### config.mk
export PLATFORM = sky130hd
export DESIGN_NAME = pfgc_top
export DESIGN_NICKNAME = d
export VERILOG_FILES = /design/src/hw/pfgc_pkg.sv /design/src/hw/pfgc_top.sv
export SDC_FILE = /design/constraint.sdc
export NUM_CORES = 1
export LEC_CHECK = 0
export BUFFER_PORTS_ARGS = -buffer_cell sky130_fd_sc_hd__buf_2
export CAP_MARGIN = 20
export CORE_ASPECT_RATIO = 0.6
export CORE_MARGIN = 4
export CORE_UTILIZATION = 35
export CTS_BUF_LIST = sky130_fd_sc_hd__clkbuf_4
export CTS_CLUSTER_SIZE = 14
export DETAILED_ROUTE_END_ITERATION = 8
export GPL_TIMING_DRIVEN = 0
export SYNTH_ARGS = -nofsm -noshare
export SYNTH_HDL_FRONTEND = slang
export SYNTH_SLANG_ARGS = --single-unit
### constraint.sdc
create_clock -name clock -period 3.15 [get_ports clock]
set_input_delay 0.1575 -clock clock [delete_from_list [all_inputs] [get_ports clock]]
set_output_delay 0.1575 -clock clock [all_outputs]
set_load 0.005 [all_outputs]
### src/hw/pfgc_pkg.sv
// pfgc_pkg: constants of the pin function and general pin configuration bank
package pfgc_pkg;
  localparam int NCH = 3;
  localparam int NFAN = 3;
  localparam logic [7:0] ADDR_MAXSPD0 = 8'h38;
  localparam logic [7:0] ADDR_CFG1 = 8'h40;
  localparam logic [7:0] ADDR_LIMIT0 = 8'h6a;
  localparam logic [7:0] ADDR_CFG5 = 8'h7c;
  localparam logic [7:0] ADDR_CFG4 = 8'h7d;
  localparam logic [7:0] ADDR_TEST_A = 8'h7e;
  localparam logic [7:0] ADDR_TEST_B = 8'h7f;
  localparam logic [7:0] ADDR_GPIO = 8'h80;
  localparam logic [7:0] ADDR_ISTAT = 8'h90;
  localparam logic [7:0] ADDR_IMASK = 8'h91;
  localparam int CFG1_LOCK_BIT = 1;
  localparam int CFG4_FUNC_LO = 0;
  localparam int CFG4_OT_DIS_BIT = 2;
  localparam int CFG4_OT_RESP_BIT = 3;
  localparam int CFG4_BYPASS_LO = 4;
  localparam int CFG5_FMT_BIT = 0;
  localparam int CFG5_CHEN_LO = 5;
  localparam int GPIO_VAL_LO = 2;
  localparam int GPIO_POL_LO = 4;
  localparam int GPIO_DIR_LO = 6;
  localparam logic [7:0] CFG4_RST = 8'h00;
  localparam logic [7:0] CFG5_RST = 8'h01;
  localparam logic [7:0] GPIO_RST = 8'h00;
  localparam logic [7:0] TEST_RST = 8'h00;
  localparam logic [7:0] LIMIT_RST = 8'hff;
  localparam logic [7:0] MAXSPD_RST = 8'hff;
  localparam logic [7:0] FULL_DUTY = 8'hff;
  localparam logic [7:0] LIM_OFF_BIASED = 8'h00;
  localparam logic [7:0] LIM_OFF_SIGNED = 8'h80;
  localparam int NEV = 4;
  localparam int EV_OT = 0;
  localparam int EV_GIO1 = 1;
  localparam int EV_GIO2 = 2;
  localparam int EV_LOCKED_WR = 3;
  typedef enum logic [1:0] {
    PF_TACH = 2'b00,
    PF_OVERTEMP = 2'b01,
    PF_ALERT = 2'b10,
    PF_RESERVED = 2'b11
  } pfgc_func_t;
endpackage

### src/hw/pfgc_top.sv
// pfgc_top: pin function, overtemp gating, fan override and general pin register bank
`timescale 1ns/1ns
module pfgc_top (
  input wire logic clock,
  input wire logic arst_n,
  input wire logic [7:0] reg_addr,
  input wire logic [7:0] reg_wdata,
  input wire logic reg_wr,
  input wire logic reg_rd,
  output logic [7:0] reg_rdata,
  input wire logic [pfgc_pkg::NCH-1:0][7:0] temp_reading,
  input wire logic [pfgc_pkg::NFAN-1:0][7:0] fan_duty_req,
  output logic [pfgc_pkg::NFAN-1:0][7:0] fan_duty,
  output logic [3:0] bypass_divider,
  output logic signed_temp_format,
  output logic overtemp_active,
  input wire logic shared_pin_in,
  output logic shared_pin_out,
  output logic shared_pin_oe,
  output logic fan_speed_input_4,
  input wire logic general_io_1_in,
  output logic general_io_1_out,
  output logic general_io_1_oe,
  input wire logic general_io_2_in,
  output logic general_io_2_out,
  output logic general_io_2_oe,
  output logic irq
);
  import pfgc_pkg::*;

  typedef struct packed {
    logic [7:0] cfg4;
    logic [7:0] cfg5;
    logic lock;
    logic [NCH-1:0][7:0] limit;
    logic [NFAN-1:0][7:0] maxspd;
    logic [1:0] gval;
    logic [1:0] gpol;
    logic [1:0] gdir;
    logic [1:0] gin_q;
    logic [NEV-1:0] ist;
    logic [NEV-1:0] imask;
    logic [7:0] rdata;
    logic ot;
    logic [NFAN-1:0][7:0] fan;
    logic sp_out;
    logic sp_oe;
    logic tach;
    logic [1:0] gout;
    logic [1:0] goe;
    logic irq;
  } pfgc_state_t;

  pfgc_state_t s_r;
  pfgc_state_t s_nxt;
  logic [1:0] gin;
  logic [NCH-1:0] ch_exceed;
  logic [NCH-1:0] ch_off;
  logic exceed_any;
  logic [NEV-1:0] ev;
  pfgc_func_t func;

  assign gin = {general_io_2_in, general_io_1_in};
  assign func = pfgc_func_t'(s_r.cfg4[CFG4_FUNC_LO +: 2]);

  // limit compare per channel; disable codes depend on the format bit
  always_comb begin
    for (int i = 0; i < NCH; i++) begin
      ch_off[i] = s_r.cfg5[CFG5_FMT_BIT] ? (s_r.limit[i] == LIM_OFF_SIGNED)
                                         : (s_r.limit[i] == LIM_OFF_BIASED);
      if (s_r.cfg5[CFG5_FMT_BIT]) begin
        ch_exceed[i] = $signed(temp_reading[i]) > $signed(s_r.limit[i]);
      end else begin
        ch_exceed[i] = temp_reading[i] > s_r.limit[i];
      end
      ch_exceed[i] = ch_exceed[i] && !ch_off[i] && s_r.cfg5[CFG5_CHEN_LO + i];
    end
    exceed_any = |ch_exceed;
  end

  always_comb begin
    s_nxt = s_r;
    ev = '0;
    // writes; lock is sticky until reset
    if (reg_wr) begin
      case (reg_addr)
        ADDR_CFG1: begin
          if (reg_wdata[CFG1_LOCK_BIT]) begin
            s_nxt.lock = 1'b1;
          end
        end
        ADDR_CFG5: begin
          if (!s_r.lock) begin
            s_nxt.cfg5 = reg_wdata;
          end else begin
            ev[EV_LOCKED_WR] = 1'b1;
          end
        end
        ADDR_CFG4: begin
          if (!s_r.lock) begin
            s_nxt.cfg4 = reg_wdata;
          end else begin
            ev[EV_LOCKED_WR] = 1'b1;
          end
        end
        ADDR_GPIO: begin
          s_nxt.gval = {reg_wdata[GPIO_VAL_LO], reg_wdata[GPIO_VAL_LO + 1]};
          s_nxt.gpol = {reg_wdata[GPIO_POL_LO], reg_wdata[GPIO_POL_LO + 1]};
          s_nxt.gdir = {reg_wdata[GPIO_DIR_LO], reg_wdata[GPIO_DIR_LO + 1]};
        end
        ADDR_ISTAT: s_nxt.ist = s_r.ist & ~reg_wdata[NEV-1:0];
        ADDR_IMASK: s_nxt.imask = reg_wdata[NEV-1:0];
        default: begin
          // test registers and unmapped addresses drop the write
          for (int i = 0; i < NCH; i++) begin
            if (reg_addr == ADDR_LIMIT0 + 8'(i) && !s_r.lock) begin
              s_nxt.limit[i] = reg_wdata;
            end
          end
          for (int i = 0; i < NFAN; i++) begin
            if (reg_addr == ADDR_MAXSPD0 + 8'(i) && !s_r.lock) begin
              s_nxt.maxspd[i] = reg_wdata;
            end
          end
        end
      endcase
    end
    // read data stand one cycle after the strobe only
    s_nxt.rdata = 8'h00;
    if (reg_rd) begin
      case (reg_addr)
        ADDR_CFG1: s_nxt.rdata = 8'(s_r.lock) << CFG1_LOCK_BIT;
        ADDR_CFG5: s_nxt.rdata = s_r.cfg5;
        ADDR_CFG4: s_nxt.rdata = s_r.cfg4;
        ADDR_TEST_A: s_nxt.rdata = TEST_RST;
        ADDR_TEST_B: s_nxt.rdata = TEST_RST;
        ADDR_GPIO: begin
          // input pins show the live level, outputs the stored value
          s_nxt.rdata[GPIO_VAL_LO] = s_r.gdir[1] ? gin[1] : s_r.gval[1];
          s_nxt.rdata[GPIO_VAL_LO + 1] = s_r.gdir[0] ? gin[0] : s_r.gval[0];
          s_nxt.rdata[GPIO_POL_LO] = s_r.gpol[1];
          s_nxt.rdata[GPIO_POL_LO + 1] = s_r.gpol[0];
          s_nxt.rdata[GPIO_DIR_LO] = s_r.gdir[1];
          s_nxt.rdata[GPIO_DIR_LO + 1] = s_r.gdir[0];
        end
        ADDR_ISTAT: s_nxt.rdata = 8'(s_r.ist);
        ADDR_IMASK: s_nxt.rdata = 8'(s_r.imask);
        default: begin
          for (int i = 0; i < NCH; i++) begin
            if (reg_addr == ADDR_LIMIT0 + 8'(i)) begin
              s_nxt.rdata = s_r.limit[i];
            end
          end
          for (int i = 0; i < NFAN; i++) begin
            if (reg_addr == ADDR_MAXSPD0 + 8'(i)) begin
              s_nxt.rdata = s_r.maxspd[i];
            end
          end
        end
      endcase
    end
    // overtemp output gate
    s_nxt.ot = exceed_any && !s_r.cfg4[CFG4_OT_DIS_BIT];
    // fan override follows the limit crossing itself, not the pin gate
    for (int i = 0; i < NFAN; i++) begin
      if (exceed_any) begin
        s_nxt.fan[i] = s_r.cfg4[CFG4_OT_RESP_BIT] ? s_r.maxspd[i] : FULL_DUTY;
      end else begin
        s_nxt.fan[i] = fan_duty_req[i];
      end
    end
    // shared pin is open drain, low when asserted
    s_nxt.sp_out = 1'b0;
    s_nxt.sp_oe = 1'b0;
    s_nxt.tach = 1'b1;
    case (func)
      PF_TACH: s_nxt.tach = shared_pin_in;
      PF_OVERTEMP: s_nxt.sp_oe = s_r.ot;
      PF_ALERT: s_nxt.sp_oe = s_r.irq;
      PF_RESERVED: s_nxt.sp_oe = 1'b0;
      default: s_nxt.sp_oe = 1'b0;
    endcase
    // general pins, push-pull while an output
    for (int i = 0; i < 2; i++) begin
      s_nxt.goe[i] = !s_r.gdir[i];
      s_nxt.gout[i] = s_r.gpol[i] ? s_r.gval[i] : !s_r.gval[i];
    end
    // events; a set in the cycle of a clear wins
    s_nxt.gin_q = gin;
    ev[EV_OT] = s_nxt.ot && !s_r.ot;
    ev[EV_GIO1] = s_r.gdir[0] && (gin[0] != s_r.gin_q[0]);
    ev[EV_GIO2] = s_r.gdir[1] && (gin[1] != s_r.gin_q[1]);
    s_nxt.ist = s_nxt.ist | ev;
    s_nxt.irq = |(s_r.ist & s_r.imask);
  end

  always_ff @(posedge clock or negedge arst_n) begin
    if (!arst_n) begin
      s_r <= '0;
      s_r.cfg4 <= CFG4_RST;
      s_r.cfg5 <= CFG5_RST;
      s_r.gval <= GPIO_RST[GPIO_VAL_LO +: 2];
      s_r.gpol <= GPIO_RST[GPIO_POL_LO +: 2];
      s_r.gdir <= GPIO_RST[GPIO_DIR_LO +: 2];
      s_r.limit <= {NCH{LIMIT_RST}};
      s_r.maxspd <= {NFAN{MAXSPD_RST}};
      s_r.fan <= {NFAN{FULL_DUTY}};
      s_r.tach <= 1'b1;
      s_r.goe <= 2'b11;
      s_r.gout <= 2'b11;
    end else begin
      s_r <= s_nxt;
    end
  end

  assign reg_rdata = s_r.rdata;
  assign fan_duty = s_r.fan;
  assign bypass_divider = s_r.cfg4[CFG4_BYPASS_LO +: 4];
  assign signed_temp_format = s_r.cfg5[CFG5_FMT_BIT];
  assign overtemp_active = s_r.ot;
  assign shared_pin_out = s_r.sp_out;
  assign shared_pin_oe = s_r.sp_oe;
  assign fan_speed_input_4 = s_r.tach;
  assign general_io_1_out = s_r.gout[0];
  assign general_io_1_oe = s_r.goe[0];
  assign general_io_2_out = s_r.gout[1];
  assign general_io_2_oe = s_r.goe[1];
  assign irq = s_r.irq;
endmodule

Yosys cells after proc, flatten, opt, wreduce, memory -nomap -nowiden
Cells that the tools add are included.

word-level totals
  logic and storage cells = 138
  bits in latches = 0
  output and inout bits = 46
  memories kept = 0
  bits in writable memories = 0
  input port bits = 71
  register bits = 121
  ROM bits = 0

operators by class
  order comparisons = 6
  shift-type cells = 0
  multiplexer cells = 33
  div/mod/pow operators = 0
  $mul = 0
  bitwise logic cells = 6
  reduce and logical (&&, ||, !) cells = 47
  equal/unequal tests = 21
  add/sub/neg operators = 0

operators by type and width
  cell                                           number
  2-to-1 mux 8 bit                               14
  == test 8 x 7 -> 1 bit, second input constant  8
  == test 8 bit, second input constant           6
  > comparator 8 bit                             6
  case mux 6 bit (6 select lines)                1
  AND reduction 3 bit                            9
  == test 8 x 6 -> 1 bit, second input constant  3
  zero test 8 bit                                3
  logical AND 1 bit                              16
  2-to-1 mux 1 bit                               14
  case mux 2 bit (6 select lines)                1
  zero test 1 bit                                10
  OR reduction 3 bit                             3
  bitwise AND 4 bit                              2
  2-to-1 mux 4 bit                               2
  OR reduction 6 bit                             1
  inverter 4 bit                                 1
  OR 4 bit                                       1
  AND reduction 2 bit                            2
  OR reduction 4 bit                             1
  == test 2 x 1 -> 1 bit, second input constant  1
  == test 2 bit, second input constant           1
  zero test 2 bit                                1
  inequality test 1 bit                          2
  3 further kinds                                4

Logic depth before layout (Yosys ltp)
  depth in word-level cells = 9
  gate-level depth with buffers = 9
  mapped depth without buffers = 8

Least setup slack after synthesis
No wires, ideal clock.

  kind = reg2reg
  start point = register s_r[104] in the netlist's numbering
  end point = register s_r, in the netlist fan_duty[10]
  cell stages (with the launch flop) = 10
  path slack = 0.821 ns
  arrival = 2.246 ns
  required time = 3.068 ns
  path buffers = 1
  setup time = 0.082 ns
  clock period less this slack = 2.329 ns
  cell sequence = dfstp_2 -> inv_1 -> ha_1 -> nand4_1 -> a211o_1 -> nand3_1 -> a21oi_2 -> o211ai_4 -> buf_6 -> mux2_4

RTL lines
  what                    RTL line         source
  start, declared         pfgc_top.sv:54   pfgc_state_t s_r;
  start signal, assigned  pfgc_top.sv:212  s_r <= s_nxt;

==> flow_metrics.env <==
export IMPL_status="complete, no violations"
export IMPL_ys_top_cells_by_area="dfstp_2, dfrtp_1, mux2_2, mux2_4, ha_1"
export IMPL_synthCells=562
export IMPL_wl_per_cell_um=19.2
export IMPL_drt_iter0_drc=375
export IMPL_drc_errors=0
export IMPL_synth_flop_cell="dfstp_2"
export IMPL_tightest_slew_ns=0.755
export IMPL_first_pass_iters=5
export IMPL_synth_top_area_share_pct=30.6
export IMPL_required_ns=3.59
export IMPL_period_share_pct=86.1
export IMPL_intPower_w=0.00252
export IMPL_power_frac_seq_pct=52.0
export IMPL_yosys_cell_count_top_type="dfstp_2"
export IMPL_num_vias=5001
export IMPL_antennaDiodeCount=0
export IMPL_synth_edff_count=0
export IMPL_hpwl_mm=14.1
export IMPL_criticalPathCategory="flop to flop"
export IMPL_antenna_found_initial=0
export IMPL_clkSinkCount=121
export IMPL_layout_nets=828
export IMPL_place_inst=915
export IMPL_initial_core_util_pct=36.4
export IMPL_hold_viol=0
export IMPL_cts_buffers=17
export IMPL_synthArstFlopShare_pct=100
export IMPL_syn_cell_area_um2=6690
export IMPL_fin_hold_ws_ns=0.0218
export IMPL_max_slew_margin_pct=49.7
export IMPL_pwr_share_clk_pct=30.8
export IMPL_die_w_um=187
export IMPL_core_area_um2=18400
export IMPL_slew_violations=0
export IMPL_grt_setup_unrepaired="no"
export IMPL_p_per_area_nw_per_um2=422
export IMPL_htreeDepth=4
export IMPL_rows=38
export IMPL_cts_root_buf="clkbuf_4"
export IMPL_worst_path_max_fanout=10
export IMPL_critPathArrivalTime_ns=3.15
export IMPL_tns_ns=0
export IMPL_gp_congestion=0.865
export IMPL_yosysWarnings=0
export IMPL_cts_buffer_depth=2
export IMPL_synth_nets=660
export IMPL_drive_gt1_share_pct=49.8
export IMPL_cts_hold_buf=36
export IMPL_hold_path_class="input pin to flop"
export IMPL_maxCapViolCount=0
export IMPL_track_usage_pct=17.9
export IMPL_setup_viol=0
export IMPL_cts_tree="built"
export IMPL_synth_area_per_cell_um2=11.9
export IMPL_synth_cell_type_count=63
export IMPL_period_minus_slack_ns=2.71
export IMPL_finalWirelength_mm=18.9
export IMPL_seq_area_frac_synth_pct=46.7
export IMPL_post_cts_resized=0
export IMPL_ys_seq_elements=121
export IMPL_grt_overflow=0
export IMPL_clkTransAtPathRegs_ns=0.11
export IMPL_io_pin_count=117
export IMPL_ant_nets=0
export IMPL_grt_pass1_wl_mm=29.7
export IMPL_post_cts_buffers=0
export IMPL_p_leak_nw=3.75
export IMPL_first_global_vias=5230
export IMPL_max_freq_mhz=369
export IMPL_clk_insertion_delay_late_ns=0.52
export IMPL_synthTopCellsByCount="dfstp_2, mux2_2, dfrtp_1"
export IMPL_power_switching_w=0.000951
export IMPL_vias_per_cell=5.09
export IMPL_combPwrFrac_pct=17.2
export IMPL_ir_drop_mv=0.167
export IMPL_die_h_um=115
export IMPL_grt_max_degree=106
export IMPL_syn2layout_area_growth_pct=22.6
export IMPL_cp_start_kind="flop"
export IMPL_endpoint_kind="flop"
export IMPL_port_buffers=112
export IMPL_layoutNonFillerInstCount=983
export IMPL_synth_area_leader_cell="dfstp_2"
export IMPL_swShare_pct=27.4
export IMPL_die_area_um2=21500
export IMPL_skew_ns=0.0192
## through the flow
step | total power [W] | utilization [%] | cell area [um^2] | worst slack [ns]
6_report | 0.00347 | 44.6 | 8210 | 0.437
5_1_grt | 0.00366 | 44.6 | 8210 | 0.288
4_1_cts | 0.00349 | 44.6 | 8210 | 0.420
3_5_place_dp | 0.00239 | 41.2 | 7590 | 0.449
3_3_place_gp | 0.00236 | 41.1 | 7550 | 0.498
2_1_floorplan | 0.00214 | - | 6690 | 0.821
## layout make-up
class,instances,area [um^2]
Buffer,59,389
Clock buffer,20,150
Timing Repair Buffer,149,955
Inverter,33,124
Fill cell,1733,10200
Clock inverter,12,110
Sequential cell,121,3130
Tap cell,240,300
Multi-Input combinational cell,349,3060
## flip-flops by register name, summed over array words and instances, names as in the netlist
name	cells
fan_duty	24
s_r	74
shared_pin_oe	1
reg_rdata	8
fan_speed_input_4	1
bypass_divider	4
func	2
general_io_1_out	1
general_io_2_oe	1
overtemp_active	1
irq	1
signed_temp_format	1
general_io_2_out	1
general_io_1_oe	1
## placed cells by master, fill, tap and decap left out, types with 7 or more instances in the layout
master / synthesis / layout
dlygate4sd3_1: 0 / 36
inv_1: 32 / 32
buf_2: 8 / 119
o21ai_0: 24 / 24
dfstp_2: 78 / 78
a22oi_1: 9 / 9
mux2_2: 58 / 58
mux2i_1: 18 / 18
a21oi_1: 10 / 10
ha_1: 27 / 27
mux2_4: 32 / 32
dfrtp_1: 43 / 43
o21a_1: 8 / 8
nand2_1: 31 / 31
o2bb2ai_1: 8 / 8
clkbuf_1: 10 / 10
nand2b_1: 27 / 27
buf_4: 38 / 38
a2bb2oi_1: 7 / 7
clkbuf_4: 0 / 20
nor2_1: 7 / 7
## routing by layer
metal  global-route usage (%)  wire length (um)  up-vias
li1                         -                 -     2305
met1                     26.8              9600     2528
met2                     25.8              7930      152
met3                     4.79              1240       16
met4                     3.99               147        0
met5                        0                 0        -
## logic make-up (layout without fill, tap and decap cells)
group,Yosys count,count (layout),share of synthesized area [%]
multiplexers,108,108,19.6
AND/OR/NAND/NOR,111,111,9.85
other,1,1,0.0560
adder cells (fa/ha/maj),27,27,5.05
flip-flops,121,121,46.7
buffers and inverters,92,273,7.66
XOR/XNOR,8,8,1.05
AO/OA/AOI/OAI,94,94,10.0
## power groups by stage
stage          Clock [W]  Sequential [W]  Combinational, W
2_1_floorplan          0         0.00179          0.000352
3_3_place_gp           0         0.00182          0.000540
3_5_place_dp           0         0.00182          0.000567
4_1_cts          0.00109         0.00180          0.000603
5_1_grt          0.00118         0.00182          0.000657
6_report         0.00107         0.00180          0.000596
## worst max-delay path, stage by stage (launching register included)
cell and delay, ns:
dfstp_2 0.59, inv_1 0.06, ha_1 0.35, nand4_1 0.16
a211o_1 0.30, nand3_1 0.11, a21oi_2 0.08, o211ai_4 0.42
buf_6 0.25, mux2_4 0.32
## worst paths after layout
kind / start / end / slack (ns) / cells past startpoint
max: s_r[104]$_DFFE_PN1P_ / fan_duty[8]$_DFF_PN1_ / 0.44 / 9
min: reg_wdata[5] / s_r[94]$_DFFE_PN1P_ / 0.02 / 3
max reg2reg: s_r[104]$_DFFE_PN1P_ / fan_duty[8]$_DFF_PN1_ / 0.44 / 9
min reg2reg: s_r[56]$_DFFE_PN0P_ / general_io_2_out$_DFF_PN1_ / 0.52 / 1
max in group asynchronous: arst_n / func[0]$_DFFE_PN0P_ / 1.82 / 4
min in group asynchronous: arst_n / s_r[49]$_DFF_PN0_ / 0.56 / 3
Power figures use the tool's default switching activity.
